`src/logic/jtap_pkg.sv`:
```
// jtap_pkg: constants, states and carriers of the boundary-scan test access port
// assumes: imported by jtap_sync and jtap_top; no timing constants needed here
package jtap_pkg;

  // instruction register
  localparam int unsigned JTAP_IR_W        = 3;
  localparam logic [2:0]  JTAP_IR_EXTEST   = 3'h0;  // drive pins from update stage
  localparam logic [2:0]  JTAP_IR_SAMPLE   = 3'h1;  // capture pins, no disturbance
  localparam logic [2:0]  JTAP_IR_HIGHZ    = 3'h2;  // output-only pins released
  localparam logic [2:0]  JTAP_IR_BYPASS   = 3'h7;  // one-bit path
  localparam logic [2:0]  JTAP_IR_CAPTURE  = 3'h1;  // fixed capture pattern, low bits 01
  localparam logic [2:0]  JTAP_IR_RESET    = JTAP_IR_BYPASS;

  // boundary register defaults
  localparam int unsigned JTAP_BSR_LEN     = 8;
  localparam logic        JTAP_BYP_CAPTURE = 1'b0;  // bypass cell captures zero

  // synchroniser depth for pad inputs
  localparam int unsigned JTAP_SYNC_STAGES = 2;

  // pad idle levels, also the synchroniser reset levels, so no false edge follows reset
  localparam logic        JTAP_TCK_IDLE    = 1'b1;  // tester parks tck high
  localparam logic        JTAP_TMS_IDLE    = 1'b1;  // pulled up outside
  localparam logic        JTAP_TDI_IDLE    = 1'b0;  // level is irrelevant outside shift

  // tap controller states, binary codes
  typedef enum logic [3:0] {
    JTAP_TLR    = 4'h0,
    JTAP_RTI    = 4'h1,
    JTAP_SEL_DR = 4'h2,
    JTAP_CAP_DR = 4'h3,
    JTAP_SH_DR  = 4'h4,
    JTAP_EX1_DR = 4'h5,
    JTAP_PA_DR  = 4'h6,
    JTAP_EX2_DR = 4'h7,
    JTAP_UPD_DR = 4'h8,
    JTAP_SEL_IR = 4'h9,
    JTAP_CAP_IR = 4'ha,
    JTAP_SH_IR  = 4'hb,
    JTAP_EX1_IR = 4'hc,
    JTAP_PA_IR  = 4'hd,
    JTAP_EX2_IR = 4'he,
    JTAP_UPD_IR = 4'hf
  } jtap_state_t;

  // the serial test pins that travel together
  typedef struct packed {
    logic tck;  // test clock
    logic tms;  // mode select
    logic tdi;  // serial data in
  } jtap_pins_t;

  localparam int unsigned JTAP_PINS_W = $bits(jtap_pins_t);

endpackage : jtap_pkg

```
`src/logic/jtap_sync.sv`:
```
// jtap_sync: two-flop synchroniser for a vector of pad inputs, with edge finder on bit 0
// assumes: inputs asynchronous to clk; bit 0 carries a slow clock whose edges are wanted
`timescale 1ns/10ps
`default_nettype none
module jtap_sync #(
  parameter int unsigned  W       = 1,  // vector width
  parameter logic [W-1:0] RST_VAL = '0  // level taken during reset, the pad idle level
) (
  input  wire logic         clk,     // sampling clock
  input  wire logic         resetn,  // async reset, low active
  input  wire logic [W-1:0] async_in, // pad levels
  output logic      [W-1:0] sync_out, // synchronised levels
  output logic              rise,    // bit 0 rose, one cycle
  output logic              fall     // bit 0 fell, one cycle
);
  import jtap_pkg::*;

  logic [W-1:0] meta;
  logic         last0;

  // first stage feeds only the second stage
  always_ff @(posedge clk or negedge resetn) begin
    if (!resetn) begin
      meta     <= RST_VAL;
      sync_out <= RST_VAL;
    end else begin
      meta     <= async_in;
      sync_out <= meta;
    end
  end

  // edge finder looks at the second stage only
  always_ff @(posedge clk or negedge resetn) begin
    if (!resetn) begin
      last0 <= RST_VAL[0];  // matches the reset level of the second stage
      rise  <= 1'b0;
      fall  <= 1'b0;
    end else begin
      last0 <= sync_out[0];
      rise  <= sync_out[0] & ~last0;
      fall  <= ~sync_out[0] & last0;
    end
  end

endmodule : jtap_sync
`default_nettype wire

```
`src/logic/jtap_top.sv`:
```
// jtap_top: boundary-scan test access port with 16-state controller
// assumes: tck/tms/tdi arrive from pads, asynchronous to mclk, tck much slower than mclk;
// sys_pin_in comes from functional pads; pin outputs go to the pad muxes
//
// Overview of operation
// - four dedicated pins: tck, tms, tdi, tdo
// - sixteen-state tap controller per standard
// - all test logic advanced by test clock
// - tms sampled on rising test clock edges
// - extest drives and captures pins for continuity
// - bypass shortens path to one cell
// - sample captures pins without disturbing operation
// - highz instruction releases output-only pins
// - static state survives stopped or slow clock
`timescale 1ns/10ps
`default_nettype none
module jtap_top #(
  parameter int unsigned BSR_LEN = jtap_pkg::JTAP_BSR_LEN  // boundary cells
) (
  input  wire logic               mclk,        // sampling clock, 200 MHz
  input  wire logic               resetn,      // async reset, low active
  input  wire logic               tck,         // test clock pad
  input  wire logic               tms,         // mode select pad, pulled up outside
  input  wire logic               tdi,         // serial data in pad
  output logic                    tdo,         // serial data out
  output logic                    tdo_oe_n,    // low while tdo is driven
  input  wire logic [BSR_LEN-1:0] sys_pin_in,  // functional pin levels
  output logic      [BSR_LEN-1:0] pin_test_val, // values to force on pins
  output logic                    pin_test_en, // pins take pin_test_val
  output logic                    out_hiz,     // release output-only drivers
  output logic                    tap_reset    // controller in test-logic-reset
);
  import jtap_pkg::*;

  jtap_pins_t   pins_raw;
  jtap_pins_t   pins;
  logic         tck_rise;
  logic         tck_fall;
  logic [BSR_LEN-1:0] pin_sync;

  jtap_state_t  state;
  jtap_state_t  next_state;
  logic [JTAP_IR_W-1:0] ir_shift;
  logic [JTAP_IR_W-1:0] ir_active;
  logic [BSR_LEN-1:0]   bsr_shift;
  logic                 byp_cell;
  logic                 sel_bsr;
  logic                 serial_out;

  assign pins_raw = '{tck: tck, tms: tms, tdi: tdi};

  // pad inputs pass two flops; they reset to the pad idle levels
  jtap_sync #(
    .W       (JTAP_PINS_W),
    .RST_VAL ({JTAP_TCK_IDLE, JTAP_TMS_IDLE, JTAP_TDI_IDLE})
  ) u_pin_sync (
    .clk      (mclk),
    .resetn   (resetn),
    .async_in ({pins_raw.tck, pins_raw.tms, pins_raw.tdi}),
    .sync_out ({pins.tck, pins.tms, pins.tdi}),
    .rise     (),
    .fall     ()
  );

  // separate finder on the clock bit, ordering puts tdi at bit 0
  // reset to the parked high level, else the first edges after reset fake a rise
  jtap_sync #(
    .W       (1),
    .RST_VAL (JTAP_TCK_IDLE)
  ) u_tck_edge (
    .clk      (mclk),
    .resetn   (resetn),
    .async_in (pins_raw.tck),
    .sync_out (),
    .rise     (tck_rise),
    .fall     (tck_fall)
  );

  // functional pins are sampled, never loaded, so operation is undisturbed
  jtap_sync #(.W(BSR_LEN)) u_sys_sync (
    .clk      (mclk),
    .resetn   (resetn),
    .async_in (sys_pin_in),
    .sync_out (pin_sync),
    .rise     (),
    .fall     ()
  );

  // next state of the controller from sampled tms
  always_comb begin
    case (state)
      JTAP_TLR:    next_state = pins.tms ? JTAP_TLR    : JTAP_RTI;
      JTAP_RTI:    next_state = pins.tms ? JTAP_SEL_DR : JTAP_RTI;
      JTAP_SEL_DR: next_state = pins.tms ? JTAP_SEL_IR : JTAP_CAP_DR;
      JTAP_CAP_DR: next_state = pins.tms ? JTAP_EX1_DR : JTAP_SH_DR;
      JTAP_SH_DR:  next_state = pins.tms ? JTAP_EX1_DR : JTAP_SH_DR;
      JTAP_EX1_DR: next_state = pins.tms ? JTAP_UPD_DR : JTAP_PA_DR;
      JTAP_PA_DR:  next_state = pins.tms ? JTAP_EX2_DR : JTAP_PA_DR;
      JTAP_EX2_DR: next_state = pins.tms ? JTAP_UPD_DR : JTAP_SH_DR;
      JTAP_UPD_DR: next_state = pins.tms ? JTAP_SEL_DR : JTAP_RTI;
      JTAP_SEL_IR: next_state = pins.tms ? JTAP_TLR    : JTAP_CAP_IR;
      JTAP_CAP_IR: next_state = pins.tms ? JTAP_EX1_IR : JTAP_SH_IR;
      JTAP_SH_IR:  next_state = pins.tms ? JTAP_EX1_IR : JTAP_SH_IR;
      JTAP_EX1_IR: next_state = pins.tms ? JTAP_UPD_IR : JTAP_PA_IR;
      JTAP_PA_IR:  next_state = pins.tms ? JTAP_EX2_IR : JTAP_PA_IR;
      JTAP_EX2_IR: next_state = pins.tms ? JTAP_UPD_IR : JTAP_SH_IR;
      JTAP_UPD_IR: next_state = pins.tms ? JTAP_SEL_DR : JTAP_RTI;
      default:     next_state = JTAP_TLR;
    endcase
  end

  // controller moves only on a rising test clock; a stopped tck holds every flop behind the synchronisers
  always_ff @(posedge mclk or negedge resetn) begin
    if (!resetn) begin
      state <= JTAP_TLR;
    end else if (tck_rise) begin
      state <= next_state;
    end
  end

  // instruction shift path; capture loads the fixed 01 pattern
  always_ff @(posedge mclk or negedge resetn) begin
    if (!resetn) begin
      ir_shift <= JTAP_IR_RESET;
    end else if (tck_rise) begin
      if (state == JTAP_CAP_IR) begin
        ir_shift <= JTAP_IR_CAPTURE;
      end else if (state == JTAP_SH_IR) begin
        ir_shift <= {pins.tdi, ir_shift[JTAP_IR_W-1:1]};
      end
    end
  end

  // active instruction and the pin controls it implies, applied on falling edge
  always_ff @(posedge mclk or negedge resetn) begin
    if (!resetn) begin
      ir_active   <= JTAP_IR_RESET;
      pin_test_en <= 1'b0;
      out_hiz     <= 1'b0;
    end else if (tck_fall) begin
      if (state == JTAP_TLR) begin
        ir_active   <= JTAP_IR_RESET;
        pin_test_en <= 1'b0;
        out_hiz     <= 1'b0;
      end else if (state == JTAP_UPD_IR) begin
        ir_active   <= ir_shift;
        pin_test_en <= (ir_shift == JTAP_IR_EXTEST);
        out_hiz     <= (ir_shift == JTAP_IR_HIGHZ);
      end
    end
  end

  // unknown codes behave as bypass, so a bad scan cannot touch the pins
  assign sel_bsr = (ir_active == JTAP_IR_EXTEST) || (ir_active == JTAP_IR_SAMPLE);

  // boundary shift register: capture pin levels, then shift
  always_ff @(posedge mclk or negedge resetn) begin
    if (!resetn) begin
      bsr_shift <= '0;
    end else if (tck_rise && sel_bsr) begin
      if (state == JTAP_CAP_DR) begin
        bsr_shift <= pin_sync;
      end else if (state == JTAP_SH_DR) begin
        bsr_shift <= {pins.tdi, bsr_shift[BSR_LEN-1:1]};
      end
    end
  end

  // update stage holds forced values so shifting never glitches the pins
  always_ff @(posedge mclk or negedge resetn) begin
    if (!resetn) begin
      pin_test_val <= '0;
    end else if (tck_fall && sel_bsr && state == JTAP_UPD_DR) begin
      pin_test_val <= bsr_shift;
    end
  end

  // single bypass cell
  always_ff @(posedge mclk or negedge resetn) begin
    if (!resetn) begin
      byp_cell <= JTAP_BYP_CAPTURE;
    end else if (tck_rise && !sel_bsr) begin
      if (state == JTAP_CAP_DR) begin
        byp_cell <= JTAP_BYP_CAPTURE;
      end else if (state == JTAP_SH_DR) begin
        byp_cell <= pins.tdi;
      end
    end
  end

  // pick the cell that faces tdo
  always_comb begin
    if (state == JTAP_SH_IR) begin
      serial_out = ir_shift[0];
    end else if (sel_bsr) begin
      serial_out = bsr_shift[0];
    end else begin
      serial_out = byp_cell;
    end
  end

  // tdo changes up to 4 mclk after tck falls, leaving the tester the rest of the low phase as setup
  always_ff @(posedge mclk or negedge resetn) begin
    if (!resetn) begin
      tdo      <= 1'b0;
      tdo_oe_n <= 1'b1;
    end else if (tck_fall) begin
      tdo      <= serial_out;
      tdo_oe_n <= !((state == JTAP_SH_DR) || (state == JTAP_SH_IR));
    end
  end

  // reset indication, registered
  always_ff @(posedge mclk or negedge resetn) begin
    if (!resetn) begin
      tap_reset <= 1'b1;
    end else begin
      tap_reset <= (state == JTAP_TLR);
    end
  end

endmodule : jtap_top
`default_nettype wire

```
`config.mk`:
```
export PLATFORM = sky130hd
export DESIGN_NAME = jtap_top
export DESIGN_NICKNAME = d
export VERILOG_FILES = /design/src/logic/jtap_pkg.sv /design/src/logic/jtap_sync.sv /design/src/logic/jtap_top.sv
export SDC_FILE = /design/constraint.sdc
export NUM_CORES = 1
export LEC_CHECK = 0
export BUFFER_PORTS_ARGS = -buffer_cell sky130_fd_sc_hd__buf_4
export CAP_MARGIN = 20
export CELL_PAD_IN_SITES_DETAIL_PLACEMENT = 1
export CELL_PAD_IN_SITES_GLOBAL_PLACEMENT = 2
export CORE_ASPECT_RATIO = 1.25
export CORE_MARGIN = 2
export CORE_UTILIZATION = 35
export DETAILED_ROUTE_END_ITERATION = 10
export PLACE_DENSITY = 0.8
export SYNTH_ARGS = -nofsm -noshare
export SYNTH_HDL_FRONTEND = slang
export SYNTH_SLANG_ARGS = --single-unit
```
`constraint.sdc`:
```
create_clock -name mclk -period 3.7 [get_ports mclk]
set_input_delay 0.74 -clock mclk [delete_from_list [all_inputs] [get_ports mclk]]
set_output_delay 0.74 -clock mclk [all_outputs]
set_load 0.05 [all_outputs]
```
Word level (Yosys, flattened, before mapping):

Cells that the tools add are included.

* register bits: 57
* input port bits: 13
* output and inout port bits: 13
* word-level logic and storage cells: 89

* eq/ne operators: 17
* multiplexer cells: 27
* bitwise logic cells: 4
* reductions and logical operators: 21

Operator list (number)
* $pmux W4 S12: 1
* $eq A4 B4 Y1 const B: 8
* $mux W3: 6
* $eq A4 B3 Y1 const B: 4
* $mux W4: 4
* $mux W8: 2
* $mux W1: 11
* $eq A4 B2 Y1 const B: 2
* $reduce_and A2 Y1: 4
* $logic_not A3 Y1: 2
* $mux W2: 3
* $reduce_bool A2 Y1: 3
* $eq A4 B1 Y1 const B: 1
* $logic_and A1 B1 Y1: 4
* $logic_not A4 Y1: 1
* $reduce_or A2 Y1: 2
* $eq A3 B1 Y1 const B: 1
* $eq A3 B2 Y1 const B: 1
* $reduce_or A3 Y1: 1
* $and A1 B1 Y1: 2
* $logic_not A1 Y1: 2
* $logic_or A1 B1 Y1: 2
* $not A1 Y1: 2

Longest topological paths before layout:

* depth in word-level cells: 5
* mapped depth: 6
* mapped depth without buffers: 4

By module:

From an unflattened synthesis, not the netlist that was laid out.

* cell total of the unflattened synthesis: 193
* area, all modules: 2441.1 um2

By module, submodules not included
* jtap_top: instances 1, cells an instance 154, area an instance 1561.5 um2, sequential area each 784.5 um2
* jtap_sync (u_sys_sync): instances 1, cells an instance 21, area an instance 490.5 um2, sequential area each 475.5 um2
* jtap_sync (u_pin_sync): instances 1, cells an instance 11, area an instance 245.2 um2, sequential area each 230.2 um2
* jtap_sync (u_tck_edge): instances 1, cells an instance 7, area an instance 143.9 um2, sequential area each 128.9 um2

Worst setup path after synthesis:

Ideal clock, no wire load.

* path type: reg-to-reg
* start point: reg ir_active[2]
* end point: reg tdo
* setup time: 0.125 ns
* arrival: 1.470 ns
* required time: 3.575 ns
* path slack: 2.105 ns
* cell stages (with the launch flop): 5
* buffers on the path: 0
* clock period less this slack: 1.595 ns
* path through: dfstp_2 -> nor2_1 -> mux2_2 -> mux2_2 -> mux2_2

* word-level cells in the longest chain between the ends: 4
* elaborated cells between the ends (all ways): 5
* those cells by class: 1 x eq/ne; 2 x mux; 2 x reduce/logical

Ends and longest elaborated chain
* from (decl): line jtap_top.sv:44 `logic [JTAP_IR_W-1:0] ir_active;`
* from (signal assigned): line jtap_top.sv:146 `ir_active <= ir_shift;`
* $eq A3 B1 Y1 / $logic_not A3 Y1 (equally long branches): line jtap_top.sv:154 `assign sel_bsr = (ir_active == JTAP_IR_EXTEST) || (ir_active == JTAP_IR_SAMPLE);`
* $logic_or A1 B1 Y1 *: line jtap_top.sv:154
* $mux W1 *: line jtap_top.sv:195 `end else if (sel_bsr) begin`
* $mux W1 *: line jtap_top.sv:193 `if (state == JTAP_SH_IR) begin`
* to (signal assigned): line jtap_top.sv:208 `tdo <= serial_out;`
* to (decl): line jtap_top.sv:25 `output logic tdo,`

Mark *: on every way between the ends. The rest lies on a longest branch, timed or not.
A chain may end at the register's enable or synchronous reset.

Worst setup path in the final report:

* start point: reg state[0]
* end point: reg bsr_shift[4]

* word-level cells in the longest chain between the ends: 3
* elaborated cells between the ends (all ways): 5
* those cells by class: 2 x eq/ne; 1 x mux; 2 x reduce/logical

Ends and longest elaborated chain
* from (decl): line jtap_top.sv:41 `jtap_state_t state;`
* from (signal assigned): line jtap_top.sv:117 `state <= next_state;`
* $eq A4 B2 Y1 / $eq A4 B3 Y1 (equally long branches): line jtap_top.sv:161, jtap_top.sv:163
* $reduce_bool A2 Y1 (no line)
* $reduce_and A2 Y1 (no line)
* to (signal assigned): line jtap_top.sv:162 `bsr_shift <= pin_sync;`
* to (signal assigned): line jtap_top.sv:164 `bsr_shift <= {pins.tdi, bsr_shift[BSR_LEN-1:1]};`
* to (decl): line jtap_top.sv:45 `logic [BSR_LEN-1:0] bsr_shift;`

Parallel ways exist; a longest one is shown, timed or not.

==> summary.txt <==
Maximum clock insertion buffer count - 2
First-pass GRT wire length - 7410 um
Int Power - 0.001085 W
Sequence of cells on the critical path - and3b_1, o2111ai_2, nand2_1, o21ai_0
Share of layout cells above drive strength 1 - 0.3234
Yosys top cell by area - dfrtp_1
Crit end category - flop
Synth warnings - 0
Register area share after synthesis - 0.6392
GRT met1 Usage - 0.1775
Global route overflow - 0
DR WL/cell - 14.60 um
Die Wd - 75.17 um
Worst Clk Skew - 0.005878 ns
Starting Density - 0.3594
Met2 Resource Use GR - 0.2281
Share of total power in sequential cells - 0.516
Full die area - 6987 sq um
Vias in the first global route - 1551
# nets final - 213
Tmin final - 1.853 ns
Later-pin clock latency in the skew report - 0.31 ns
Critical Path AT - 2.01 ns
# IOs - 26
Initial antenna violation count - 0
Top cells by area, synth - dfrtp_1 50%, dfstp_2 14%, mux2_2 6.6%
CTS buffer count - 5
Post-route setup slack - 1.847 ns
Pwr Density - 672.8 nW/um^2
Static leakage - 1.093 nW
P&R area growth vs syn - 15.30%
Post-Syn Nets - 190
H-tree depth - 2
Hold Path Class - flop to flop
Syn Area/Cell - 12.52 sq um
Max-cap violations - 0
Slowest CP cell - dfrtp_1
Synth Instances - 177
Synth unique cells - 38
Placeable Area - 6166 sq um
Grt met3 use - 0.02720
VDD IR max - 0.2407 mV
Post_cts resized - 0
Post-Place Setup Slack - 1.855 ns
Critical Path RT - 3.86 ns
Net Sw Power - 0.0006344 W
IO buf count - 25
Clock power share - 0.201
Comb pwr share - 0.282
Placer Congestion - 0.7867
Residual DRC count - 0
Vias per cell - 4.874
CTS tree - yes
CP delay by family, top - flip-flops
Most numerous cell in the Yosys netlist - dfrtp_1
Setup Fix Bufs, Post-CTS - 0
Dpl hpwl - 2843 um
Setup TNS - 0 ns
Slew Viols, Final - 0
Post-synth top cells - 44 x dfrtp_1, 21 x nand2_1, 14 x o21ai_0
Hold Vio Cnt, Final - 0
Total GRT Usage - 0.1380
Number of synthesized flops with an enable pin - 0
Worst slew margin - 0.5512
Worst-margin pin slew - 0.6732 ns
CP startpoint kind - flop
Status - finished, final reports clean
Largest net degree at the start of global routing - 57
First DRT Iteration DRCs - 57
Final ANT Viol Nets - 0
Vias - 1394
Yosys reg bits - 56
Worst Path Buf+Inv - 0
Cts hold-fix bufs - 0
Most Used Layer, Global Route - met2
Chip height - 92.96 um
Final setup viols - 0
Cell row count - 32
Clock transition at path regs - 0.10 ns
Number of inserted diodes - 0
Fmax - 539.6 MHz
WL final - 4175 um
Most used DFF post-synth - dfrtp_1
Setup Crit Path Kind - flop to flop
Sw Share - 0.3690
Fillcell total - 702
RSZ-0062 raised after global routing - false
Post-synth top area share - 0.4969
CP max stage delay - 0.74 ns
Clock sink total - 56
Async set-reset flop share out of synthesis - 1.000
CTS root buf - clkbuf_8
DR pass1 iterations - 3
Post-Syn Area - 2216 sq um
Crit Path Max Fanout - 20
Final worst-path cycle share - 0.5008
[flip-flops by register name, indices dropped and copies added (netlist names), 2 cells and up]
register and cells:
bsr_shift 8, pin_test_val 8, u_sys_sync.meta 8, u_sys_sync.sync_out 8, state 4, ir_shift 3, ir_active 2, u_pin_sync.meta 2
u_pin_sync.sync_out 2
[placed cells by master, fill, tap and decap left out, drive strengths merged, types with 2 or more instances in the layout]
cell / synthesis / layout
dfrtp: 44 / 44
buf: 6 / 25
nand2: 21 / 21
o21ai: 19 / 19
mux2: 13 / 13
dfstp: 12 / 12
nor2: 9 / 9
a21oi: 8 / 8
mux2i: 7 / 7
clkbuf: 3 / 7
nor2b: 6 / 6
o211ai: 3 / 3
inv: 2 / 2
nand2b: 2 / 2
nand3: 2 / 2
o2111ai: 2 / 2
nor4b: 2 / 2
[logic make-up after synthesis]
| family | share of synthesized area |
|---|---|
| AO/OA/AOI/OAI | 0.1056 |
| buffers and inverters | 0.02541 |
| flip-flops | 0.6392 |
| multiplexers | 0.09769 |
| AND/OR/NAND/NOR | 0.1321 |
[layout make-up]
| cell class | count | area, sq um | share of cell area |
|---|---|---|---|
| flip-flops and latches | 56 | 1416 | 0.5544 |
| multi-input cells | 110 | 743.2 | 0.2909 |
| repair buffers | 25 | 187.7 | 0.07346 |
| well taps | 85 | 106.4 | 0.04163 |
| clock buffers | 7 | 86.33 | 0.03379 |
| clock inverters | 1 | 7.507 | 0.002938 |
| inverters | 2 | 7.507 | 0.002938 |
[stage by stage]
step | utilization | hold slack [ns] | instance area (sq um) | instances | power [W]
after floorplan | - | 0.3312 | 2216 | 177 | 0.001251
after detailed placement | 0.3991 | 0.3363 | 2461 | 278 | 0.001395
after global routing | 0.4144 | 0.3649 | 2555 | 286 | 0.001848
after global placement | 0.3991 | 0.3322 | 2461 | 278 | 0.001372
after CTS | 0.4144 | 0.3570 | 2555 | 286 | 0.001747
final | 0.4144 | 0.3549 | 2555 | 286 | 0.001719
[power groups by stage]
stage | Clock, W | Sequential [W] | Combinational [W]
6_report | 0.000346 | 0.000888 | 0.000485
5_1_grt | 0.000384 | 0.000915 | 0.000549
4_1_cts | 0.000362 | 0.000890 | 0.000495
3_5_place_dp | 0 | 0.000900 | 0.000495
3_3_place_gp | 0 | 0.000893 | 0.000480
2_1_floorplan | 0 | 0.000897 | 0.000354
[path summary, 6_finish.rpt]
| kind | from | to | slack (ns) | depth (start not counted) |
|---|---|---|---|---|
| setup / recovery | state[0]$_DFFE_PN0P_ | bsr_shift[4]$_DFFE_PN0P_ | 1.85 | 4 |
| hold / removal | u_sys_sync.meta[1]$_DFF_PN0_ | u_sys_sync.sync_out[1]$_DFF_PN0_ | 0.35 | 0 |
| setup reg to reg | state[0]$_DFFE_PN0P_ | bsr_shift[4]$_DFFE_PN0P_ | 1.85 | 4 |
| hold reg to reg | u_sys_sync.meta[1]$_DFF_PN0_ | u_sys_sync.sync_out[1]$_DFF_PN0_ | 0.35 | 0 |
| max in group asynchronous | resetn | state[2]$_DFFE_PN0P_ | 2.79 | 1 |
| min in group asynchronous | resetn | u_sys_sync.sync_out[3]$_DFF_PN0_ | 0.46 | 1 |
[layer usage]
layer / wire [um] / part of all wire
met5: 0 / 0
met4: 70 / 0.017
met3: 106 / 0.025
met2: 2103 / 0.50
met1: 1896 / 0.45
[worst register-to-register path: stages (launching register included)]
cell	delay, ns
dfrtp_1	0.74
and3b_1	0.30
o2111ai_2	0.38
nand2_1	0.20
o21ai_0	0.10
(Power assumes the default switching activity.)
